==> src/shared/dpcap_defines.vh <==
`ifndef DPCAP_DEFINES_VH
`define DPCAP_DEFINES_VH
// Parameter addresses, 16-bit word address space
`define DPCAP_ADDR_STATUS 12'ha02
`define DPCAP_ADDR_EDGE1 12'ha04
`define DPCAP_ADDR_EDGE2 12'ha06
`define DPCAP_ADDR_ARM1 12'ha08
`define DPCAP_ADDR_ARM2 12'ha0a
`define DPCAP_ADDR_POS1 12'ha0c
`define DPCAP_ADDR_POS2 12'ha0e
`define DPCAP_ADDR_CNT1 12'ha10
`define DPCAP_ADDR_CNT2 12'ha12
// Arming values
`define DPCAP_ARM_STOP 2'h0
`define DPCAP_ARM_ONCE 2'h1
`define DPCAP_ARM_CONT 2'h2
// Status bit positions
`define DPCAP_ST_UNIT1 0
`define DPCAP_ST_UNIT2 1
// Reset values
`define DPCAP_RST_POS 32'h0000_0000
`define DPCAP_RST_CNT 16'h0000
`define DPCAP_RST_EDGE 1'b0
`endif

==> src/hw/dpcap_unit.v <==
`timescale 1ns/1ps
`include "dpcap_defines.vh"
module dpcap_unit #(
	parameter POS_W = 32,
	parameter CNT_W = 16
) (
	input wire mclk,
	input wire rst_n,
	input wire cap_pin,
	input wire edge_rise,
	input wire arm_wr,
	input wire [1:0] arm_val,
	input wire [POS_W-1:0] position,
	input wire ref_shift,
	input wire [POS_W-1:0] ref_delta,
	output reg [1:0] mode,
	output reg [POS_W-1:0] latched,
	output reg [CNT_W-1:0] count,
	output reg done
);
	reg [2:0] sync;
	reg level;
	wire agree;
	wire capture;
	// A change counts only once stages two and three agree
	always @(posedge mclk or negedge rst_n) begin
		if (!rst_n) begin
			sync <= 3'h0;
			level <= 1'b0;
		end else begin
			sync <= {sync[1:0], cap_pin};
			if (agree) begin
				level <= sync[2];
			end
		end
	end
	assign agree = (sync[1] == sync[2]);
	assign capture = (mode != `DPCAP_ARM_STOP) && agree && (sync[2] != level) &&
		(edge_rise ? sync[2] : ~sync[2]);
	always @(posedge mclk or negedge rst_n) begin
		if (!rst_n) begin
			mode <= `DPCAP_ARM_STOP;
			latched <= `DPCAP_RST_POS;
			count <= `DPCAP_RST_CNT;
			done <= 1'b0;
		end else begin
			if (arm_wr) begin
				// Unknown arming values set the mode to stop, but unlike a stop they still clear count and done
				mode <= (arm_val == `DPCAP_ARM_ONCE || arm_val == `DPCAP_ARM_CONT) ?
					arm_val : `DPCAP_ARM_STOP;
				if (arm_val != `DPCAP_ARM_STOP) begin
					count <= `DPCAP_RST_CNT;
					done <= 1'b0;
				end
			end else if (capture) begin
				latched <= position;
				count <= count + 1'b1;
				done <= 1'b1;
				if (mode == `DPCAP_ARM_ONCE) begin
					mode <= `DPCAP_ARM_STOP;
				end
			end
			if (ref_shift && !(capture && !arm_wr)) begin
				latched <= latched + ref_delta;
			end
		end
	end
endmodule

==> src/hw/dpcap_top.v <==
`timescale 1ns/1ps
`include "dpcap_defines.vh"
// Summary of operation
// - Arming value 0 cancels, 1 starts single capture, 2 starts continuous.
// - Single capture stops by itself after the first latched position.
// - Continuous capture latches on every qualifying edge until cancelled.
// - Edge select 0 captures on falling edge, 1 on rising edge.
// - Each unit counts capture events in an unsigned 16-bit counter.
// - Event counter clears whenever the unit is armed.
// - Capture stores the signed 32-bit user position into the latched register.
// - Position set or homing shifts stored positions to the new reference.
// - Status bit 0 set when the first input captured.
// - Status bit 1 set when the second input captured.
module dpcap_top #(
	parameter POS_W = 32,
	parameter CNT_W = 16
) (
	input wire mclk,
	input wire arst_n,
	input wire first_capture_input,
	input wire second_capture_input,
	input wire [POS_W-1:0] user_position,
	input wire ref_shift,
	input wire [POS_W-1:0] ref_delta,
	input wire par_wr,
	input wire par_rd,
	input wire [11:0] par_addr,
	input wire [POS_W-1:0] par_wdata,
	output reg [POS_W-1:0] par_rdata,
	output reg par_rvalid,
	output reg par_err
);
	reg [1:0] rst_sync;
	reg edge1;
	reg edge2;
	wire rst_n;
	wire arm1_wr;
	wire arm2_wr;
	wire [1:0] mode1;
	wire [1:0] mode2;
	wire [POS_W-1:0] pos1;
	wire [POS_W-1:0] pos2;
	wire [CNT_W-1:0] cnt1;
	wire [CNT_W-1:0] cnt2;
	wire done1;
	wire done2;
	reg [POS_W-1:0] next_rdata;
	reg next_err;

	always @(posedge mclk or negedge arst_n) begin
		if (!arst_n) begin
			rst_sync <= 2'h0;
		end else begin
			rst_sync <= {rst_sync[0], 1'b1};
		end
	end
	assign rst_n = rst_sync[1];

	assign arm1_wr = par_wr && (par_addr == `DPCAP_ADDR_ARM1);
	assign arm2_wr = par_wr && (par_addr == `DPCAP_ADDR_ARM2);

	always @(posedge mclk or negedge rst_n) begin
		if (!rst_n) begin
			edge1 <= `DPCAP_RST_EDGE;
			edge2 <= `DPCAP_RST_EDGE;
		end else if (par_wr) begin
			if (par_addr == `DPCAP_ADDR_EDGE1) begin
				edge1 <= par_wdata[0];
			end
			if (par_addr == `DPCAP_ADDR_EDGE2) begin
				edge2 <= par_wdata[0];
			end
		end
	end

	dpcap_unit #(.POS_W(POS_W), .CNT_W(CNT_W)) u_one (
		.mclk(mclk),
		.rst_n(rst_n),
		.cap_pin(first_capture_input),
		.edge_rise(edge1),
		.arm_wr(arm1_wr),
		.arm_val(par_wdata[1:0]),
		.position(user_position),
		.ref_shift(ref_shift),
		.ref_delta(ref_delta),
		.mode(mode1),
		.latched(pos1),
		.count(cnt1),
		.done(done1)
	);

	dpcap_unit #(.POS_W(POS_W), .CNT_W(CNT_W)) u_two (
		.mclk(mclk),
		.rst_n(rst_n),
		.cap_pin(second_capture_input),
		.edge_rise(edge2),
		.arm_wr(arm2_wr),
		.arm_val(par_wdata[1:0]),
		.position(user_position),
		.ref_shift(ref_shift),
		.ref_delta(ref_delta),
		.mode(mode2),
		.latched(pos2),
		.count(cnt2),
		.done(done2)
	);

	// Read mux; 16-bit values sit in the low bits
	always @* begin
		next_rdata = {POS_W{1'b0}};
		next_err = 1'b0;
		case (par_addr)
		`DPCAP_ADDR_STATUS: begin
			next_rdata[`DPCAP_ST_UNIT1] = done1;
			next_rdata[`DPCAP_ST_UNIT2] = done2;
		end
		`DPCAP_ADDR_EDGE1: next_rdata[0] = edge1;
		`DPCAP_ADDR_EDGE2: next_rdata[0] = edge2;
		`DPCAP_ADDR_ARM1: next_rdata[1:0] = mode1;
		`DPCAP_ADDR_ARM2: next_rdata[1:0] = mode2;
		`DPCAP_ADDR_POS1: next_rdata = pos1;
		`DPCAP_ADDR_POS2: next_rdata = pos2;
		`DPCAP_ADDR_CNT1: next_rdata[CNT_W-1:0] = cnt1;
		`DPCAP_ADDR_CNT2: next_rdata[CNT_W-1:0] = cnt2;
		default: next_err = 1'b1;
		endcase
	end

	always @(posedge mclk or negedge rst_n) begin
		if (!rst_n) begin
			par_rdata <= {POS_W{1'b0}};
			par_rvalid <= 1'b0;
			par_err <= 1'b0;
		end else begin
			par_rvalid <= par_rd;
			par_err <= (par_rd | par_wr) & next_err;
			if (par_rd) begin
				par_rdata <= next_rdata;
			end
		end
	end
endmodule

==> config.mk <==
export PLATFORM = sky130hd
export DESIGN_NAME = dpcap_top
export DESIGN_NICKNAME = d
export VERILOG_FILES = /design/src/hw/dpcap_unit.v /design/src/hw/dpcap_top.v
export VERILOG_INCLUDE_DIRS = /design/src /design/src/shared
export SDC_FILE = /design/constraint.sdc
export NUM_CORES = 1
export LEC_CHECK = 0
export BUFFER_PORTS_ARGS = -buffer_cell sky130_fd_sc_hd__buf_2
export CAP_MARGIN = 20
export CORE_ASPECT_RATIO = 1.1
export CORE_MARGIN = 5
export CORE_UTILIZATION = 45
export CTS_CLUSTER_DIAMETER = 80
export CTS_CLUSTER_SIZE = 28
export DETAILED_ROUTE_END_ITERATION = 12
export MAX_ROUTING_LAYER = met4
export PLACE_DENSITY = 0.65
export SLEW_MARGIN = 20
export SYNTH_ARGS = -nofsm -noshare
export SYNTH_HDL_FRONTEND = slang
export SYNTH_HIERARCHICAL = 1
export SYNTH_SLANG_ARGS = --single-unit
==> constraint.sdc <==
create_clock -name mclk -period 6.05 [get_ports mclk]
set_input_delay 0.9075 -clock mclk [delete_from_list [all_inputs] [get_ports mclk]]
set_output_delay 0.9075 -clock mclk [all_outputs]
set_load 0.05 [all_outputs]
==> impl_metrics.yaml, run 1 <==
status:
  status: "completed"
synth:
  synth_enable_flop_cells: 0
  synth_cell_types: 97
  syn-num-nets: 1332
  synth_top_flop_cell: "dfrtp_1"
  syn_inst: 1151
  ys_top_cells_by_area: "dfrtp_1, mux2i_1, ha_1"
  yosysSeqAreaShare: 0.3514
  async_flop_share: 1.000
  synth_area_mm2: 0.01054
  ys_ff_latch: 148
  synth.top_cell.area_share: 0.3514
  yosysTopAreaCell: "dfrtp_1"
  yosysWarnings: 6
  syn_avg_cell_area_um2: 9.157
power_and_ir_drop:
  finalPower_w: 0.005136
  netSwitchingFraction: 0.4267
  irDropWorstVdd_uv: 214.4
  seq_power_share: 0.286
  p_int_w: 0.002944
  pwr-share-comb: 0.504
  leakagePower_nw: 5.612
  power_density_mw_per_mm2: 433.1
  power.share.clock: 0.210
  power_switching_w: 0.002191
global_route:
  grt_pass1_wl_mm: 47.35
  antenna_found_initial: 0
  grt_util_all_layers: 0.2284
  grt_overflow_total: 0
  grt_pass1_vias: 9035
  grt_max_degree: 69
clocking:
  cts_hold_buf: 0
  h-tree-depth: 4
  cts_inserted_buffers: 17
  clk_latency_ns: 0.43
  cts_resized: 0
  cts_tree: "done"
  cts_root_buffer: "clkbuf_16"
  cts.reportedPaths.clkPinSlew_ns: 0.07
  postCtsSetupBuffers: 0
  clock_path_buffers: 2
  cts.sinks: 148
timing:
  fin_crit_sh: 0.6299
  holdWs_ns: 0.2455
  worstMarginPinSlew_ns: 0.9405
  fin_crit_ns: 3.811
  slew_viol_final: 0
  max_slew_margin: 0.3664
  finalHoldViolations: 0
  fmax_mhz: 262.4
  fin_worst_skew_ns: 0.01023
  rsz0062_at_grt: "no"
  setup_viol: 0
  final.setup.tns_ns: 0
placed_design:
  port_buffers: 118
  place.gp.congestion: 0.9816
  dp.final_hpwl_mm: 21.45
detailed_routing:
  via_per_inst: 5.966
  wl_met3_mm: 1.593
  drtIter0Drc: 684
  top_layer: "met4"
  ant_nets: 0
  wl_met1_mm: 14.32
  wire_per_inst_um: 19.25
  firstDrtPassIters: 6
  drt-total-wl_mm: 29.85
  vias: 9254
  drc: 0
  wl_met2_mm: 13.24
die:
  die_area_mm2: 0.02659
  fp.coreArea_mm2: 0.02300
  rows: 58
  start_util: 0.4582
  die_w_um: 155.9
  die_h_um: 170.5
  ios: 149
critical_path:
  critPathMaxFanout: 5
  crit_type: "in -> reg"
  crit_required_ns: 6.36
  startpoint_type: "input pin"
  cp-end-kind: "flip-flop"
  worstPathArrival_ns: 4.12
finish:
  synthToLayoutAreaGrowth_pct: 12.51
  layout_commonest_cell: "dfrtp_1"
  diodes: 0
  final_cell_mix: "dfrtp_1, buf_2, nand2_1, o21ai_0, a21oi_1"
  final_nets: 1419
  drive_above_1_share: 0.1655
job:
  max_cap_viol_count: 0
min_path:
  min-delay-path-class: "in -> async"
## synthesized netlist by cell type, types with 20 or more instances
master	instances
dfrtp_1	148
nand2_1	115
o21ai_0	96
a21oi_1	90
mux2i_1	84
nor2_1	68
ha_1	64
xor2_1	36
a21o_1	34
nand3_1	31
and3_1	30
clkbuf_1	29
xnor2_1	23
o22ai_1	21
nand4_1	20
## cell families after synthesis
| family | count (synthesis) | share of synthesized area |
|---|---|---|
| buffers and inverters | 75 | 0.03632 |
| adders and majority gates | 68 | 0.08167 |
| AOI/OAI and AO/OA | 366 | 0.2269 |
| and+or+nand+nor | 344 | 0.1664 |
| xor gates and xnor gates | 59 | 0.04903 |
| DFF | 148 | 0.3514 |
| other | 1 | 0.0003558 |
| muxes | 90 | 0.08796 |
## flip-flops by register name, summed over array words and instances (netlist names), 2 cells and up
register       count
u_two/sync         3
u_two/count       16
u_two/mode         2
rst_sync           2
u_one/mode         2
u_one/latched     32
u_one/sync         3
u_one/count       16
par_rdata         32
u_two/latched     32
## path summary, 6_finish.rpt
path | from | endpoint | slack, ns | cells after the start
max | ref_delta[0] | u_two/latched[28]$_DFFE_PN0P_ | 2.24 | 12
min | arst_n | rst_sync[1]$_DFF_PN0_ | 0.25 | 1
max reg2reg | u_two/latched[0]$_DFFE_PN0P_ | u_two/latched[28]$_DFFE_PN0P_ | 2.44 | 11
min reg2reg | rst_sync[1]$_DFF_PN0_ | u_one/latched[4]$_DFFE_PN0P_ | 0.27 | 0
max in group asynchronous | rst_sync[1]$_DFF_PN0_ | u_two/sync[0]$_DFF_PN0_ | 4.58 | 1
min in group mclk | rst_sync[0]$_DFF_PN0_ | rst_sync[1]$_DFF_PN0_ | 0.35 | 0
## critical path: stages
cell,delay (ns)
buf_2,0.12
ha_1,0.26
fa_1,0.44
a21oi_1,0.16
nor2b_1,0.09
a311oi_1,0.55
o22ai_1,0.26
o21ai_1,0.54
o21ai_0,0.29
a21oi_1,0.24
xor2_1,0.16
o22ai_1,0.08
## final cells by class
class | instances | area, um2
Clock buffer | 17 | 425.4
Clock inverter | 15 | 160.2
Fill cell | 2165 | 11150
Inverter | 16 | 60.06
Multi-Input combinational cell | 928 | 6472
Sequential cell | 148 | 3707
Tap cell | 300 | 375.4
Timing Repair Buffer | 127 | 658.1
## power groups by stage
stage / Clock (W) / Sequential (W) / Combinational (W)
floorplan: 0 / 0.00142 / 0.00205
global placement: 0 / 0.00147 / 0.00249
detailed placement: 0 / 0.00149 / 0.00252
CTS: 0.00110 / 0.00147 / 0.00254
global route: 0.00114 / 0.00150 / 0.00286
finish: 0.00108 / 0.00147 / 0.00259
## routing by layer
metal  up-vias  GRT usage
met5         -          -
met4         0    0.07309
met3        46    0.03542
met2       299     0.3386
met1      4456     0.3221
li1       4453          -
## through the flow
step                      instance area (um2)    util  setup slack (ns)  cells
after floorplan                         10540       -             1.621   1151
after global placement                  11270  0.4899             1.884   1519
after detailed placement                11270  0.4900             1.907   1519
after CTS                               11860  0.5155             2.342   1551
after global routing                    11860  0.5155             2.041   1551
final                                   11860  0.5155             2.239   1551
No activity file was read; power rests on OpenSTA's default activity.
==> run 2: changes to the inputs <==
--- a/config.mk
+++ b/config.mk
@@ -15,7 +15,7 @@
 export CTS_CLUSTER_SIZE = 28
 export DETAILED_ROUTE_END_ITERATION = 12
 export MAX_ROUTING_LAYER = met4
-export PLACE_DENSITY = 0.65
+export PLACE_DENSITY = 0.68
 export SLEW_MARGIN = 20
 export SYNTH_ARGS = -nofsm -noshare
 export SYNTH_HDL_FRONTEND = slang
==> constraint.sdc (replaced) <==
create_clock -name mclk -period 3.1 [get_ports mclk]
set_input_delay 0.465 -clock mclk [delete_from_list [all_inputs] [get_ports mclk]]
set_output_delay 0.465 -clock mclk [all_outputs]
set_load 0.05 [all_outputs]
==> run 2 against run 1 <==
  * First-iteration DRC count up 18%
  * Core utilization up 2.3 points
  * Design area up 4.4%
  * Clock power up 87%
  * Die area unchanged
  * Critical path depth unchanged
  * Sequential power up 95%
  * Power up 100%
  * Register-to-register slack worse by 2.3 ns
  * Critical path type is now reg -> reg
  * Critical endpoint is now u_one/latched[28]$_DFFE_PN0P_
  * Largest cell class unchanged
==> impl_metrics.yaml, run 2 (synthesis gave the netlist of run 1 again) <==
die:
  fp.coreArea_mm2: 0.02300
  die_h_um: 170.5
  die_area_mm2: 0.02659
  rows: 58
  start_util: 0.4582
  die_w_um: 155.9
  ios: 149
critical_path:
  cp_top_family: "compound AO/OA/AOI/OAI gates"
  slowest_stage: "dfrtp_1"
  crit_required_ns: 3.42
  crit_type: "reg -> reg"
  worstPathArrival_ns: 3.27
  startpoint_type: "flip-flop"
  cp_num_buf_inv: 0
  crit_chain: "ha_2 -> fa_1 -> a21o_1 -> a31o_2 -> a21oi_4 -> o21ai_4 -> a31oi_4 -> o31ai_2 -> a221oi_2 -> a211oi_2 -> mux2i_1 -> a211o_1"
  cp-end-kind: "flip-flop"
  crit_path_max_incr_delay_ns: 0.42
  critPathMaxFanout: 3
detailed_routing:
  drtIter0Drc: 808
  wire_per_inst_um: 19.11
  drc: 0
  via_per_inst: 5.961
  ant_nets: 0
  firstDrtPassIters: 5
  drt-total-wl_mm: 30.77
  vias: 9597
timing:
  fin_worst_skew_ns: 0.009487
  final.setup.tns_ns: 0
  fin_crit_ns: 2.956
  worstMarginPinSlew_ns: 0.9190
  finalHoldViolations: 0
  slew_viol_final: 0
  fin_crit_sh: 0.9536
  max_slew_margin: 0.3874
  fmax_mhz: 338.3
  setup_viol: 0
clocking:
  cts_root_buffer: "clkbuf_16"
  clk_latency_ns: 0.43
  cts_tree: "done"
  cts_inserted_buffers: 17
  postCtsSetupBuffers: 0
  h-tree-depth: 4
  cts.sinks: 148
  cts.reportedPaths.clkPinSlew_ns: 0.06
  clock_path_buffers: 2
global_route:
  antenna_found_initial: 0
  grt_pass1_vias: 9374
  grt_util_all_layers: 0.2365
  grt_max_degree: 62
  grt_overflow_total: 0
  grt_pass1_wl_mm: 49.05
finish:
  drive_above_1_share: 0.2076
  final_cell_mix: "dfrtp_1, buf_2, nand2_1, o21ai_0, a21oi_1"
  final_util: 0.5383
  diodes: 0
  reg_top3: "par_rdata (32), u_one/latched (32), u_two/latched (32)"
  synthToLayoutAreaGrowth_pct: 17.50
  layout_commonest_cell: "dfrtp_1"
  final_nets: 1478
placed_design:
  dp.final_hpwl_mm: 22.37
  place.gp.congestion: 0.9112
  port_buffers: 118
power_and_ir_drop:
  irDropWorstVdd_uv: 426.4
  leakagePower_nw: 5.895
  power_density_mw_per_mm2: 840.3
job:
  max_cap_viol_count: 0
min_path:
  min-delay-path-class: "in -> reg"
status:
  status: "completed"
## run 2: worst paths after layout
kind,start,end,slack [ns],depth (start not counted)
worst max-delay path,u_one/latched[0]$_DFFE_PN0P_,u_one/latched[28]$_DFFE_PN0P_,0.14,12
worst min-delay path,first_capture_input,u_one/sync[0]$_DFF_PN0_,0.14,1
worst max register to register,u_one/latched[0]$_DFFE_PN0P_,u_one/latched[28]$_DFFE_PN0P_,0.14,12
worst min register to register,u_two/sync[0]$_DFF_PN0_,u_two/sync[1]$_DFF_PN0_,0.36,0
max in group asynchronous,rst_sync[1]$_DFF_PN0_,par_rdata[22]$_DFFE_PN0P_,1.90,1
min in group asynchronous,arst_n,rst_sync[1]$_DFF_PN0_,0.33,2
## run 2: report_power, final
part	total (W)	switching (W)	internal [W]
sequential	0.00287	0.000453	0.00241
combinational	0.00552	0.00299	0.00253
clock	0.00202	0.000905	0.00111
## run 2: metal layers
layer  up-vias  track usage  wire length [um]
met5         -            -                 0
met3        37      0.04149              1994
li1       4557            -                 -
met2       354       0.3634             14070
met4         0      0.06243               516
met1      4649       0.3250             14180
## run 2: layout make-up
type,instances,area (um2)
well taps,300,375.4
repair buffers,186,1149
flip-flops and latches,148,3707
clock inverters,14,131.4
clock buffers,18,429.2
fillers,2080,10620
inverters,16,60.06
multi-input cells,928,6533
## run 2: repair_timing
action                                  4_1_cts  5_1_grt
pin swaps                                     2        3
hold buffers                                  1        0
endpoints found under the setup margin        2       14
hold endpoints to repair                      2        0
resized for setup                             1       13
## run 2: per-stage QoR
| step | total power (W) | hold WS, ns | instance area (um2) | std cells | worst slack [ns] |
|---|---|---|---|---|---|
| 2_1_floorplan | 0.006771 | 0.1694 | 10540 | 1151 | 0.1469 |
| 5_1_grt | 0.01117 | 0.1293 | 12380 | 1610 | -0.003676 |
| 6_report | 0.01041 | 0.1440 | 12380 | 1610 | 0.1438 |
| 3_3_place_gp | 0.008075 | 0.2502 | 11720 | 1576 | -0.1474 |
| 3_5_place_dp | 0.008180 | 0.2517 | 11720 | 1576 | -0.1571 |
| 4_1_cts | 0.01026 | 0.1266 | 12300 | 1609 | 0.03206 |
==> run 3: changes to the inputs <==
--- a/config.mk
+++ b/config.mk
@@ -15,7 +15,7 @@
 export CTS_CLUSTER_SIZE = 28
 export DETAILED_ROUTE_END_ITERATION = 12
 export MAX_ROUTING_LAYER = met4
-export PLACE_DENSITY = 0.68
+export PLACE_DENSITY = 0.78
 export SLEW_MARGIN = 20
 export SYNTH_ARGS = -nofsm -noshare
 export SYNTH_HDL_FRONTEND = slang
==> run 3 against run 2 <==
  * Wire length is 0.94% higher
  * Die area did not move
  * Sequential power about the same
  * First-iteration DRC count down 0.62%
  * Maximum frequency fell by 2.0%
  * Sequential share of layout area is essentially flat
  * Flip-flop and latch count stayed put
  * Worst hold slack got worse by 0.012 ns
==> impl_metrics.yaml, run 3 (synthesis gave the netlist of run 1 again) <==
placed_design:
  place.gp.congestion: 0.9763
  dp.final_hpwl_mm: 23.11
  port_buffers: 118
clocking:
  cts_inserted_buffers: 17
  h-tree-depth: 4
  postCtsSetupBuffers: 0
  cts_tree: "done"
  cts.sinks: 148
  clk_latency_ns: 0.44
  cts_root_buffer: "clkbuf_16"
  cts.reportedPaths.clkPinSlew_ns: 0.07
  clock_path_buffers: 2
job:
  max_cap_viol_count: 0
global_route:
  antenna_found_initial: 2
  grt_pass1_vias: 9516
  grt_max_degree: 69
  grt_pass1_wl_mm: 48.91
  grtUsageMet3: 0.04402
  grt_overflow_total: 0
  top_usage_layer: "met2"
  grt_use_met2: 0.3555
  grt.met1_usage: 0.3196
  grt_util_all_layers: 0.2369
critical_path:
  crit_chain: "ha_1 -> nand3_2 -> or3_2 -> or2_0 -> o22ai_2 -> o21ai_1 -> buf_4 -> o21ai_0 -> o21ai_0 -> xor2_1 -> o21ai_0"
  worstPathArrival_ns: 3.38
  r2r_start: "u_two/latched[12]$_DFFE_PN0P_"
  critPathMaxFanout: 4
  crit_path_max_incr_delay_ns: 0.52
  critPathMostFrequentCell: "o21ai_0"
  timing.rr.end: "u_two/latched[24]$_DFFE_PN0P_"
  slowest_stage: "or3_2"
  cp-end-kind: "flip-flop"
  cp_top_family: "compound AO/OA/AOI/OAI gates"
  r2r_slack_ns: 0.08
  ff2ff_path_depth: 11
  startpoint_type: "flip-flop"
  crit_type: "reg -> reg"
  cp_num_buf_inv: 1
  crit_required_ns: 3.46
finish:
  reg_top3: "par_rdata (32), u_one/latched (32), u_two/latched (32)"
  drive_above_1_share: 0.2052
  layout_commonest_cell: "dfrtp_1"
  synthToLayoutAreaGrowth_pct: 17.64
  final_cell_mix: "dfrtp_1, buf_2, nand2_1, o21ai_0, a21oi_1"
  final_nets: 1474
  final_util: 0.5390
die:
  die_area_mm2: 0.02659
  fp.coreArea_mm2: 0.02300
  ios: 149
  die_w_um: 155.9
  rows: 58
  die_h_um: 170.5
  start_util: 0.4582
detailed_routing:
  wire_per_inst_um: 19.30
  drtIter0Drc: 803
  via_per_inst: 5.979
  vias: 9620
  ant_nets: 0
  drc: 0
  drt-total-wl_mm: 31.06
  firstDrtPassIters: 7
timing:
  fin_worst_skew_ns: 0.01021
  setup_viol: 0
  slew_viol_final: 0
  fin_crit_sh: 0.9736
  worstMarginPinSlew_ns: 1.090
  max_slew_margin: 0.2719
  finalHoldViolations: 0
  fin_crit_ns: 3.018
  fmax_mhz: 331.3
  holdWs_ns: 0.1323
power_and_ir_drop:
  power_density_mw_per_mm2: 867.7
  finalPower_w: 0.01076
  leakagePower_nw: 5.895
  irDropWorstVdd_uv: 426.8
status:
  status: "completed"
min_path:
  whs_endpoint: "u_one/sync[0]$_DFF_PN0_"
  whs_path_depth: 1
  hold_start: "first_capture_input"
  min-delay-path-class: "in -> reg"
[run 3: worst max-delay path by stage]
stage	startpoint	to	slack, ns	cells past startpoint
detailed placement	ref_delta[0]	u_one/latched[26]$_DFFE_PN0P_	-0.15	13
finish	u_two/latched[12]$_DFFE_PN0P_	u_two/latched[24]$_DFFE_PN0P_	0.08	11
global route	u_two/latched[10]$_DFFE_PN0P_	u_two/latched[24]$_DFFE_PN0P_	-0.05	11
global placement	ref_delta[0]	u_one/latched[26]$_DFFE_PN0P_	-0.11	13
CTS	u_one/latched[0]$_DFFE_PN0P_	u_one/latched[26]$_DFFE_PN0P_	0.02	12
floorplan	ref_delta[0]	u_one/latched[28]$_DFFE_PN0P_	0.15	12
[run 3: layer usage]
layer	vias up	share of wire
met5	-	0
met4	0	0.030
met3	64	0.066
met2	380	0.45
met1	4619	0.45
li1	4557	-
[run 3: through the flow]
step | std cells | setup WS, ns | instance area, um2 | TNS (ns)
6_report | 1609 | 0.08193 | 12400 | 0
5_1_grt | 1608 | -0.05282 | 12400 | -0.1400
4_1_cts | 1606 | 0.01982 | 12340 | 0
3_5_place_dp | 1573 | -0.1488 | 11700 | -0.9711
3_3_place_gp | 1573 | -0.1075 | 11700 | -0.4142
2_1_floorplan | 1151 | 0.1469 | 10540 | 0
[run 3: where the power goes]
group	leakage (nW)	total (W)	switching, W	internal [W]
combinational	3.74	0.00567	0.00311	0.00256
sequential	1.86	0.00287	0.000457	0.00241
clock	0.293	0.00221	0.000894	0.00132
total	5.90	0.0108	0.00447	0.00629
[run 3: final cells by class]
class | count | area, um2
well taps | 300 | 375.4
multi-input cells | 928 | 6525
fillers | 2066 | 10610
repair buffers | 182 | 1099
inverters | 16 | 60.06
clock inverters | 13 | 172.7
diodes | 3 | 7.507
flip-flops and latches | 148 | 3707
clock buffers | 19 | 452.9
[run 3: repair_timing]
| action | 4_1_cts | 5_1_grt |
|---|---|---|
| setup endpoints to repair | 0 | 16 |
| hold buffers | 1 | 0 |
| resized for setup | 0 | 13 |
| hold endpoints to repair | 2 | 0 |
